==> config.mk <==
export PLATFORM = sky130hd
export DESIGN_NAME = pisc_top
export DESIGN_NICKNAME = d
export VERILOG_FILES = /design/src/pkg/pisc_pkg.sv /design/src/pkg/pisc_reg_if.sv /design/src/verilog/pisc_event_flags.sv /design/src/verilog/pisc_cable_test.sv /design/src/verilog/pisc_top.sv
export SDC_FILE = /design/constraint.sdc
export NUM_CORES = 1
export LEC_CHECK = 0
export ABC_CLOCK_PERIOD_IN_PS = 1900
export BUFFER_PORTS_ARGS = -buffer_cell sky130_fd_sc_hd__buf_2
export CORE_MARGIN = 5
export CORE_UTILIZATION = 55
export DETAILED_ROUTE_END_ITERATION = 10
export PLACE_DENSITY_LB_ADDON = 0.25
export RECOVER_POWER = 25
export SYNTH_ARGS = -nofsm -noshare
export SYNTH_HDL_FRONTEND = slang
export SYNTH_SLANG_ARGS = --single-unit
==> constraint.sdc <==
create_clock -name core_clk -period 1.9 [get_ports core_clk]
set_input_delay 0.285 -clock core_clk [delete_from_list [all_inputs] [get_ports core_clk]]
set_output_delay 0.285 -clock core_clk [all_outputs]
set_load 0.1 [all_outputs]
==> src/pkg/pisc_pkg.sv <==
/*
  Constants and types shared by the PHY interrupt status/control block.
  Assumes a clause-22 style management frame and a 16-bit register space.
*/
package pisc_pkg;
  // Register indices and the broadcast PHY address on the management interface
  localparam logic [4:0] REG_ICSR      = 5'h1b;
  localparam logic [4:0] REG_CABLE     = 5'h1d;
  localparam logic [4:0] REG_CTRL2     = 5'h1f;
  localparam logic [4:0] BCAST_ADDR    = 5'h00;
  // Field layout
  localparam int         N_EVENTS      = 8;
  localparam int         EN_LSB        = 8;
  localparam int         CAB_EN_BIT    = 15;
  localparam int         INT_LEVEL_BIT = 9;
  localparam int         EV_LINK_UP    = 0;
  localparam int         EV_PAGE       = 5;
  localparam int         EV_RX_ERR     = 6;
  localparam int         EV_JABBER     = 7;
  // Reset values
  localparam logic [7:0] EN_RST        = 8'h00;
  localparam logic [7:0] FLAG_RST      = 8'h00;
  localparam logic       CAB_RST       = 1'h0;
  localparam logic       INT_LEVEL_RST = 1'h0;
  localparam logic       INT_PIN_RST   = 1'h1;
  // Frame layout and counts
  localparam logic [5:0] PREAMBLE_LEN  = 6'h20;
  localparam logic [4:0] HDR_LAST      = 5'h0d;
  localparam logic [4:0] DATA_LAST     = 5'h0f;
  localparam logic [1:0] ST_CODE       = 2'h1;
  localparam logic [1:0] OP_READ       = 2'h2;
  localparam logic [1:0] OP_WRITE      = 2'h1;

  typedef enum logic [1:0]
  {
    PISC_PRE  = 2'h0,
    PISC_HDR  = 2'h1,
    PISC_TA   = 2'h3,
    PISC_DATA = 2'h2
  } pisc_mdio_e;
endpackage : pisc_pkg

==> src/pkg/pisc_reg_if.sv <==
/*
  Register access strobes from the frame decoder to the register banks.
  Assumes one-cycle wr/rd strobes on core_clk and combinational read data.
*/
`timescale 1ns/10ps
interface pisc_reg_if;
  logic        wr;
  logic        rd;
  logic [4:0]  addr;
  logic [15:0] wdata;
  logic [15:0] icsr_rdata;
  logic [15:0] cab_rdata;

  modport master (output wr, rd, addr, wdata, input icsr_rdata, cab_rdata);
  modport icsr   (input wr, rd, addr, wdata, output icsr_rdata);
  modport cable  (input wr, addr, wdata, output cab_rdata);
endinterface : pisc_reg_if

==> src/verilog/pisc_event_flags.sv <==
/*
  Event flags and enables of the interrupt control/status register.
  Assumes link events are one-cycle pulses from logic on core_clk.
*/
`timescale 1ns/10ps
module pisc_event_flags
  import pisc_pkg::*;
(
  input  wire logic                core_clk,
  input  wire logic                rstn,
  pisc_reg_if.icsr                 rif,
  input  wire logic [N_EVENTS-1:0] link_events,
  output logic                     irq_req
);
  logic [N_EVENTS-1:0] enable;
  logic [N_EVENTS-1:0] flag;

  wire                 hit         = (rif.addr == REG_ICSR);
  wire                 rd_clear    = rif.rd && hit;
  wire [N_EVENTS-1:0]  next_enable = (rif.wr && hit) ? rif.wdata[EN_LSB +: N_EVENTS] : enable; // RL1 RL2 RL3 RL4 RL5 RL6 RL7 RL8
  // Set wins over the clearing read, so no event is lost
  wire [N_EVENTS-1:0]  next_flag   = (flag & ~{N_EVENTS{rd_clear}}) | link_events; // RL9 RL10 RL11 RL12 RL13 RL14 RL15 RL16

  always_ff @(posedge core_clk or negedge rstn)
  begin
    if (!rstn)
    begin
      enable <= EN_RST;
      flag   <= FLAG_RST;
    end
    else
    begin
      enable <= next_enable;
      flag   <= next_flag;
    end
  end

  assign rif.icsr_rdata = {enable, flag};
  assign irq_req        = |(flag & enable); // RL20
endmodule : pisc_event_flags

==> src/verilog/pisc_cable_test.sv <==
/*
  Start and self-clearing completion bit of the cable diagnostic test.
  Assumes the test engine answers a start pulse with a done pulse.
*/
`timescale 1ns/10ps
module pisc_cable_test
  import pisc_pkg::*;
(
  input  wire logic core_clk,
  input  wire logic rstn,
  pisc_reg_if.cable rif,
  input  wire logic cable_done,
  output logic      cable_start
);
  logic run;

  // A start while running is ignored; the test cannot be retriggered
  wire start_req = rif.wr && (rif.addr == REG_CABLE) && rif.wdata[CAB_EN_BIT] && !run; // RL17
  wire next_run  = start_req || (run && !cable_done); // RL17

  always_ff @(posedge core_clk or negedge rstn)
  begin
    if (!rstn)
    begin
      run         <= CAB_RST;
      cable_start <= 1'h0;
    end
    else
    begin
      run         <= next_run;
      cable_start <= start_req;
    end
  end

  // Result fields live in the test engine and read as zero here
  assign rif.cab_rdata = 16'(run) << CAB_EN_BIT; // RL18

  wire cab_bit = rif.cab_rdata[CAB_EN_BIT];
endmodule : pisc_cable_test

==> src/verilog/pisc_top.sv <==
/*
  Top of the PHY interrupt status/control block: management frame slave,
  register read mux, interrupt pin and the two register banks.
  Assumes MDC runs at least ten times slower than core_clk, every frame
  carries a full preamble, and link events come from logic on core_clk.
*/
// Summary of operation
// RL1: Jabber interrupt enable, writable, resets to zero
// RL2: Receive error interrupt enable, resets to zero
// RL3: Page received interrupt enable, resets to zero
// RL4: Parallel detect fault interrupt enable, resets zero
// RL5: Partner acknowledge interrupt enable, resets to zero
// RL6: Link-down interrupt enable, resets to zero
// RL7: Remote fault interrupt enable, resets to zero
// RL8: Link-up interrupt enable, resets to zero
// RL9: Jabber flag sticks until read, resets zero
// RL10: Receive error flag sticky, cleared by read
// RL11: Page received flag sticky, cleared by read
// RL12: Parallel detect fault flag sticky, read clears
// RL13: Partner acknowledge flag sticky, read clears
// RL14: Link-down flag sticky, read clears
// RL15: Remote fault flag sticky, read clears
// RL16: Link-up flag sticky, read clears
// RL17: Writing one starts cable test, self-clears
// RL18: Cleared test bit means results are valid
// RL19: Level bit selects interrupt pin polarity
// RL20: Pin active while any enabled flag set
`timescale 1ns/10ps
module pisc_top
  import pisc_pkg::*;
#(
  parameter logic [4:0] PHY_ADDR = 5'h01
)
(
  input  wire logic                core_clk,
  input  wire logic                rstn,
  input  wire logic                mdc,
  input  wire logic                mdio_in,
  output logic                     mdio_out,
  output logic                     mdio_oe,
  input  wire logic [N_EVENTS-1:0] link_events,
  input  wire logic                cable_done,
  output logic                     cable_start,
  output logic                     int_pin
);
  ////////////////////////////////////////////////////////////////////////////
  // Declarations
  logic [1:0]  mdc_sync;
  logic [1:0]  mdio_sync;
  logic        mdc_prev;
  pisc_mdio_e  state;
  pisc_mdio_e  next_state;
  logic [5:0]  ones;
  logic [5:0]  next_ones;
  logic [4:0]  cnt;
  logic [4:0]  next_cnt;
  logic [12:0] hdr;
  logic [12:0] next_hdr;
  logic        is_rd;
  logic        next_is_rd;
  logic [15:0] sh;
  logic [15:0] next_sh;
  logic        rd_strobe;
  logic        next_rd;
  logic        wr_strobe;
  logic        next_wr;
  logic [4:0]  reg_addr;
  logic [4:0]  next_addr;
  logic        next_oe;
  logic        next_out;
  logic        int_level;
  logic        irq_req;

  pisc_reg_if rif ();

  ////////////////////////////////////////////////////////////////////////////
  // Read selection
  function automatic logic [15:0] pisc_rd_mux
  (
    input logic [4:0]  a,
    input logic [15:0] icsr,
    input logic [15:0] cab,
    input logic        lvl
  );
    if (a == REG_ICSR)
      return icsr;
    else if (a == REG_CABLE)
      return cab;
    else if (a == REG_CTRL2)
      return 16'(lvl) << INT_LEVEL_BIT;
    else
      return 16'h0000;
  endfunction : pisc_rd_mux

  ////////////////////////////////////////////////////////////////////////////
  // Pin synchronisers
  always_ff @(posedge core_clk or negedge rstn)
  begin
    if (!rstn)
    begin
      mdc_sync  <= 2'h0;
      mdio_sync <= 2'h3;
      mdc_prev  <= 1'h0;
    end
    else
    begin
      mdc_sync  <= {mdc_sync[0], mdc};
      mdio_sync <= {mdio_sync[0], mdio_in};
      mdc_prev  <= mdc_sync[1];
    end
  end

  wire         mdc_rise  = mdc_sync[1] && !mdc_prev;
  wire         bit_in    = mdio_sync[1];

  ////////////////////////////////////////////////////////////////////////////
  // Frame header decode
  wire [13:0]  hdr_full  = {hdr, bit_in};
  wire [1:0]   f_st      = hdr_full[13:12];
  wire [1:0]   f_op      = hdr_full[11:10];
  wire [4:0]   f_pa      = hdr_full[9:5];
  wire [4:0]   f_ra      = hdr_full[4:0];
  wire         addr_hit  = (f_pa == PHY_ADDR) || (f_pa == BCAST_ADDR);
  wire         op_rd     = (f_op == OP_READ);
  wire         op_wr     = (f_op == OP_WRITE);
  wire         hdr_ok    = (f_st == ST_CODE) && addr_hit && (op_rd || op_wr);
  wire         pre_done  = (ones == PREAMBLE_LEN);
  wire [15:0]  rdata_mux = pisc_rd_mux(reg_addr, rif.icsr_rdata, rif.cab_rdata, int_level);

  ////////////////////////////////////////////////////////////////////////////
  // Frame state machine, advanced on each rising MDC
  always_comb
  begin
    next_state = state;
    next_ones  = ones;
    next_cnt   = cnt;
    next_hdr   = hdr;
    next_is_rd = is_rd;
    next_sh    = sh;
    next_rd    = 1'h0;
    next_wr    = 1'h0;
    next_addr  = reg_addr;
    next_oe    = mdio_oe;
    next_out   = mdio_out;
    // Snapshot is taken in the same cycle the flags clear
    if (rd_strobe)
      next_sh = rdata_mux; // RL9
    if (mdc_rise)
    begin
      case (state)
        PISC_PRE:
        begin
          if (bit_in)
            next_ones = pre_done ? ones : 6'(ones + 6'h01);
          else
          begin
            next_ones = 6'h00;
            if (pre_done)
            begin
              next_state = PISC_HDR;
              next_cnt   = 5'h01;
              next_hdr   = 13'h0000;
            end
          end
        end
        PISC_HDR:
        begin
          next_hdr = {hdr[11:0], bit_in};
          next_cnt = 5'(cnt + 5'h01);
          if (cnt == HDR_LAST)
          begin
            if (hdr_ok)
            begin
              next_state = PISC_TA;
              next_cnt   = 5'h00;
              next_is_rd = op_rd;
              next_addr  = f_ra;
              next_rd    = op_rd;
            end
            else
              next_state = PISC_PRE;
          end
        end
        PISC_TA:
        begin
          next_cnt = 5'(cnt + 5'h01);
          if (cnt == 5'h00)
          begin
            // Drive the second turnaround bit low
            if (is_rd)
            begin
              next_oe  = 1'h1;
              next_out = 1'h0;
            end
          end
          else
          begin
            next_state = PISC_DATA;
            next_cnt   = 5'h00;
            if (is_rd)
            begin
              next_out = sh[15];
              next_sh  = {sh[14:0], 1'h0};
            end
          end
        end
        PISC_DATA:
        begin
          next_cnt = 5'(cnt + 5'h01);
          if (is_rd)
          begin
            if (cnt == DATA_LAST)
            begin
              next_oe    = 1'h0;
              next_state = PISC_PRE;
            end
            else
            begin
              next_out = sh[15];
              next_sh  = {sh[14:0], 1'h0};
            end
          end
          else
          begin
            next_sh = {sh[14:0], bit_in};
            if (cnt == DATA_LAST)
            begin
              next_wr    = 1'h1;
              next_state = PISC_PRE;
            end
          end
        end
        default:
          next_state = PISC_PRE;
      endcase
    end
  end

  always_ff @(posedge core_clk or negedge rstn)
  begin
    if (!rstn)
    begin
      state     <= PISC_PRE;
      ones      <= 6'h00;
      cnt       <= 5'h00;
      hdr       <= 13'h0000;
      is_rd     <= 1'h0;
      sh        <= 16'h0000;
      rd_strobe <= 1'h0;
      wr_strobe <= 1'h0;
      reg_addr  <= 5'h00;
      mdio_oe   <= 1'h0;
      mdio_out  <= 1'h0;
    end
    else
    begin
      state     <= next_state;
      ones      <= next_ones;
      cnt       <= next_cnt;
      hdr       <= next_hdr;
      is_rd     <= next_is_rd;
      sh        <= next_sh;
      rd_strobe <= next_rd;
      wr_strobe <= next_wr;
      reg_addr  <= next_addr;
      mdio_oe   <= next_oe;
      mdio_out  <= next_out;
    end
  end

  assign rif.wr    = wr_strobe;
  assign rif.rd    = rd_strobe;
  assign rif.addr  = reg_addr;
  assign rif.wdata = sh;

  ////////////////////////////////////////////////////////////////////////////
  // Interrupt pin
  wire ctrl2_wr   = wr_strobe && (reg_addr == REG_CTRL2);
  wire next_level = ctrl2_wr ? sh[INT_LEVEL_BIT] : int_level; // RL19
  // Registered so the pin never glitches between flag updates
  wire next_pin   = int_level ? irq_req : !irq_req; // RL19 RL20

  always_ff @(posedge core_clk or negedge rstn)
  begin
    if (!rstn)
    begin
      int_level <= INT_LEVEL_RST;
      int_pin   <= INT_PIN_RST;
    end
    else
    begin
      int_level <= next_level;
      int_pin   <= next_pin;
    end
  end

  ////////////////////////////////////////////////////////////////////////////
  // Register banks
  pisc_event_flags u_flags
  (
    .core_clk    (core_clk),
    .rstn        (rstn),
    .rif         (rif.icsr),
    .link_events (link_events),
    .irq_req     (irq_req)
  );

  pisc_cable_test u_cable
  (
    .core_clk    (core_clk),
    .rstn        (rstn),
    .rif         (rif.cable),
    .cable_done  (cable_done),
    .cable_start (cable_start)
  );

  wire icsr_rd  = rd_strobe && (reg_addr == REG_ICSR);
  wire icsr_wr  = wr_strobe && (reg_addr == REG_ICSR);
endmodule : pisc_top

* Word level (Yosys, flattened, before mapping)
Index checks and enable logic that the tools add are counted.
Storage, ports and cells: register bits 77, bits of input ports 13, output and inout bits 4, word-level logic and storage cells 127
Cells by class: $add $sub $neg 2, eq/ne operators 23, muxes and demuxes 48, bitwise logic cells 4, reductions and logical operators 30
Operators by type and width (number):
- 16-bit two-way mux | 8
- 16-bit one-hot mux with 2 select lines | 1
- 13-bit two-way mux | 2
- 13-bit one-hot mux with 2 select lines | 1
- 5-bit two-way mux | 5
- 2-bit != test (second input constant) | 10
- 5-bit one-hot mux with 4 select lines | 1
- 1-bit two-way mux | 18
- 8-bit bitwise AND | 2
- 5-bit == test (second input constant) | 3
- 2-bit two-way mux | 6
- 6-bit two-way mux | 2
- 6-bit AND reduction | 2
- 5-bit by 4-bit == test with 1-bit output (second input constant) | 2
- 1-bit logical AND | 10
- 5-bit zero test | 2
- 10-bit two-way mux | 1
- 8-bit inverter | 1
- 8-bit bitwise OR | 1
- 2-bit one-hot mux with 4 select lines | 1
- 4-bit AND reduction | 2
- 8-bit OR reduction | 1
- 6-bit by 1-bit adder with 6-bit output (second input constant) | 1
- 2-bit by 1-bit == test with 1-bit output (second input constant) | 3
- 11 further kinds | 21

* Depth between registers and ports, before layout
depth in word-level cells 9, depth in mapped cells 8, gate-level depth less buffers 7

* Cells and area by module
A second synthesis with hierarchy kept.
Unflattened totals: cell total of the unflattened synthesis 322, area total of the unflattened synthesis 3739.8 sq um
By module, submodules not included:
- pisc_top | times used 1, cells each 257, area each 2872.8 sq um, sequential area each 1480.2 sq um
- pisc_event_flags | times used 1, cells each 41, area each 625.6 sq um, sequential area each 400.4 sq um
- pisc_cable_test | times used 1, cells each 24, area each 241.5 sq um, sequential area each 50.0 sq um

* Least setup slack after synthesis
No wires, ideal clock.
path type register -> register, start point register cnt[0], end point register sh[10], in the netlist rif.wdata[10], setup time 0.125 ns, arrival 1.910 ns, required time 1.775 ns, path slack -0.135 ns, stages on the path, launching flop included 9, path buffers 1, period minus slack after synthesis 2.035 ns, cells stage by stage dfrtp_1 -> ha_1 -> and3_1 -> ha_1 -> a21oi_1 -> a31oi_4 -> nor2_4 -> buf_6 -> mux2_4
Between the ends: word-level cells in the longest chain between the ends 5, elaborated cells on any way between the ends 7, those cells by class 1 x eq/ne; 5 x mux; 1 x reduce/logical
Ends and longest elaborated chain:
- from (decl) | RTL line pisc_top.sv:55 | logic [4:0] cnt;
- from (signal assigned) | RTL line pisc_top.sv:259 | cnt <= next_cnt;
- 5-bit by 4-bit == test with 1-bit output | RTL line pisc_top.sv:212 | if (cnt == DATA_LAST)
- 16-bit two-way mux | RTL line pisc_top.sv:212
- 16-bit two-way mux | RTL line pisc_top.sv:210 | if (is_rd)
- 16-bit one-hot mux with 2 select lines * | RTL line pisc_top.sv:150 | case (state)
- 16-bit two-way mux * | RTL line pisc_top.sv:148 | if (mdc_rise)
- via next_sh[10] | RTL line pisc_top.sv:62 | logic [15:0] next_sh;
- to (signal assigned) | RTL line pisc_top.sv:262 | sh <= next_sh;
- to (decl) | RTL line pisc_top.sv:61 | logic [15:0] sh;
The timed path passes the listed nets; every way through them passes the cells marked *. A chain may end at the register's enable or synchronous reset.

* Worst setup path after layout
start point register cnt[0], end point register sh[8], in the netlist rif.wdata[8]
Same word-level chain as after synthesis.

==> results.txt <==
- DR vias/cell: 5.80
- Counting flops with a built-in enable in the synthesized netlist gives 0.
* Number of warnings issued by yosys: 0
- The checks that failed: negative setup slack.
* Critical path endpoint category: register
- Start-to-end type of the worst setup path: register to register
- Clk sinks: 77
- Along the worst path, the maximum fanout reaches 16.
* Worst slew pin tran: 1120 ps
* Final RePlAce weighted congestion: 0.888
* Biggest area consumer among synthesized cells: dfrtp_1
- Once the floorplan was initialized, standard cells occupied 56.1% of the core.
- In this run the static leakage power is 1.91 nW.
- Layout area overhead: 20.1%
* Critical Path RT: 2130 ps
- Final layout net count: 356
- For the worst-skew pair, the clock arrives at the later sink with an insertion delay of 350 ps.
* Synthesized area per cell: 12.2 um^2
- In this run, synthesis produced a sequential element count of 77.
- The number of nets handed over by synthesis was 309.
* Worst Slack Setup Final: -106 ps
- For this block, the routed nets add up to 7200 um of wire.
* Number of iterations in the first detailed-routing pass: 4
- The wire-length estimate of the detail-placed layout is 4790 um.
* Vias after detailed routing: 2426
- Measured along the x axis, the die boundary spans 90.0 um.
- In this run the register-to-register setup slack is -110 ps.
- Measured against its own limit, the worst slew margin works out to 25.0%.
- STA classifies the critical path startpoint as a register.
* Internal Power: 2.49 mW
* Worst hold margin: 41.2 ps
* Area of the die: 0.00810 mm^2
- Synth cell count leaders: dfrtp_1, a22o_1, mux2_2
- Global routing used 19.0% of the available tracks.
- Worst Hold Launch: mdc
* Final core utilization: 67.4%
- Buffer levels on the longest clock path: 2
- Summing the sequential cell areas from Yosys gives 54.8% of the chip area.
* Clock power frac: 41.4%
- Detail-routed net length per standard cell: 17.2 um
- Crit path buffers/inverters: 3
- Signal arrival time at the worst endpoint: 2230 ps
- Once detail routing completed, the nets flagged for antenna violations numbered 0.
- Combinational logic is responsible for 5.2% of the overall power.
- Footprint of the multi-input gates: 0.00158 mm^2
- Critical Path Max Stage Delay: 500 ps
* Async set or reset register ratio after synthesis: 100%
- The top cell type by area accounts for 52.6% of the synthesized area.
- After floorplanning, the core was divided into 29 placement rows.
* Family of cells with the greatest summed delay on the critical path: simple AND/OR/NAND/NOR gates
- Net Sw Frac: 22.4%
- The via count of the first global-routing pass is 2558.
- Power spent charging and discharging nets: 0.716 mW
- The flow ran to the end, but the final reports show violations.
* Critical Path Slowest Stage Cell: or4b_4
* Number of fillers in the final layout: 475
- Area of the core: 0.00628 mm^2
- The endpoint identified for the worst register-to-register timing path is rif.wdata[8]$_DFF_PN0_.
* Final setup TNS: -1640 ps
* Critical Path, Cell by Cell: buf_6 > inv_2 > ha_1 > or4b_4 > a31oi_4 > nor2_4 > buf_12 > mux2_4
- After detailed routing, the number of remaining DRC violations is 0.
* Largest net degree at the start of global routing: 59
- After layout, the worst path uses 106% of the clock period.
* Global-route congestion overflow total: 0
- Power density normalized to cell area: 757 mW/mm^2
- CTS placed an instance of clkbuf_8 at the clock tree root.
- After synthesis, the cell types taking the most area are dfrtp_1, a22o_1, mux2_2, mux2_4, ha_1.
- For the final database, setup skew stands at 11.2 ps.
- Timing analysis after detailed placement gives a worst setup slack of -280 ps.
- 17 I/O pins were placed.
- Clock tree from TritonCTS: built
- Hold depth: 1
- Of the cells placed in the final design, the portion with a size suffix greater than 1 is 34.3%.
- The worst hold path terminates at mdc_sync[0]$_DFF_PN0_.
* Detailed router's first-iteration violation count: 105
- The die is 90.0 um tall.
* Worst reg2reg path startpoint: cnt[0]$_DFFE_PN0P_
- The design draws 3.20 mW.
- The count of final hold-check violations was 0.
- The number of antenna violations at the first check in global routing is 0.
* Antenna Diode Count: 0
- After clock tree synthesis, the clock-pin slew on the worst setup and hold paths is 70 ps.
* Port Buffers: 16
- The number of clock buffers added by TritonCTS is 9.
* Final setup vio count: 22
* Setup repair after global routing missed its margin: yes
- Wire length of the first global-routing pass: 12300 um
- Synthesized area: 0.00352 mm^2
- Post-synth top flop: dfrtp_1
- The tightest min-delay check is of the input pin to register type.
* Number of levels in the clock H-tree: 3
- The worst path in the final design needs a cycle of 2010 ps, including I/O delays and setup.
- Sequential cell area: 0.00193 mm^2
* Final Slew Violations: 0
- The tool flagged a number of max-cap violations equal to 0.
* Gate Count Post-Synth: 289
* Cell variety after synth: 50
* Achievable clock frequency: 499 MHz
* Most numerous cell in the Yosys netlist: dfrtp_1
* Peak supply drop: 0.620 mV
- Sequential fraction of design power: 53.5%
- Measured in cells, the most critical reg-to-reg path has a length of 8.
==> cell families after synthesis <==
family,Yosys count,synth area share (%)
DFF,77,54.8
muxes,31,10.8
adders and majority gates,7,2.49
xor gates and xnor gates,2,0.497
buffers and inverters,27,3.13
AOI/OAI and AO/OA,76,16.9
and+or+nand+nor,69,11.4
==> how the worst max path moves through the flow <==
stage / from / endpoint / slack, ps / cells past startpoint
final: cnt[0]$_DFFE_PN0P_ / rif.wdata[8]$_DFF_PN0_ / -110 / 8
after global routing: hdr[9]$_DFFE_PN0P_ / cnt[2]$_DFFE_PN0P_ / -180 / 7
after detailed placement: cnt[1]$_DFFE_PN0P_ / rif.wdata[4]$_DFF_PN0_ / -280 / 7
after floorplan: cnt[0]$_DFFE_PN0P_ / rif.wdata[10]$_DFF_PN0_ / -60 / 8
after CTS: cnt[0]$_DFFE_PN0P_ / rif.wdata[6]$_DFF_PN0_ / -100 / 8
after global placement: cnt[1]$_DFFE_PN0P_ / rif.wdata[5]$_DFF_PN0_ / -240 / 7
==> cells in the final DEF, fill, tap and decap left out, types with 6 or more instances in the layout <==
cell       n
dfrtp_1   74
buf_4     29
a22o_1    28
mux2_2    19
buf_2     15
inv_1     11
a21o_1    11
nand2_1   11
mux2_4    10
nor2_1    10
clkbuf_8   9
nor3_1     7
o21ai_0    7
a21oi_1    6
==> sequential cells by signal, summed over array words and instances (netlist names), 2 cells and up <==
signal	flops
state	2
ones	6
mdio_sync	2
cnt	5
mdc_sync	2
u_flags.flag	8
hdr	13
u_flags.enable	8
rif.wdata	16
reg_addr	5
==> routing by layer <==
| metal | up-vias | share of wire (%) | track usage, % |
|---|---|---|---|
| met5 | - | 0 | 0 |
| met2 | 36 | 50 | 30.7 |
| met4 | 0 | 2.9 | 8.68 |
| li1 | 1166 | - | - |
| met3 | 16 | 3.3 | 6.84 |
| met1 | 1208 | 44 | 22.6 |
==> repair_timing <==
action,in CTS,in global routing
resized for setup,10,4
buffers inserted,2,12
setup endpoints to repair,28,28
pin swaps,3,6
hold buffers,1,1
endpoints found under the hold margin,19,1
==> worst register-to-register path, delay by kind of cell, from the launching register on <==
family / cells / cell delay, ps
simple gates: 2 / 550
compound gates: 1 / 180
fa+ha+maj: 1 / 120
mux: 1 / 300
flops: 1 / 400
buf+inv: 3 / 330
==> per-stage QoR <==
step / std cells / area (um^2)
after floorplan: 289 / 3570
after global placement: 396 / 3900
final: 418 / 4230
after detailed placement: 396 / 3900
after global routing: 418 / 4230
after CTS: 415 / 4190
==> power by group through the flow <==
stage | sequential [mW] | combinational [mW] | clock [mW]
final | 1.71 | 0.166 | 1.33
after global routing | 1.72 | 0.192 | 1.46
after CTS | 1.71 | 0.170 | 1.36
after detailed placement | 1.74 | 0.168 | 0
after global placement | 1.74 | 0.162 | 0
after floorplan | 1.73 | 0.0877 | 0
==> final cells by class <==
cell class / count / area share [%]
Sequential cell: 77 / 45.6
Multi-Input combinational cell: 185 / 37.3
Timing Repair Buffer: 50 / 8.58
Clock buffer: 10 / 3.02
Tap cell: 77 / 2.28
Clock inverter: 6 / 2.07
Inverter: 13 / 1.15
(Power assumes the default switching activity.)
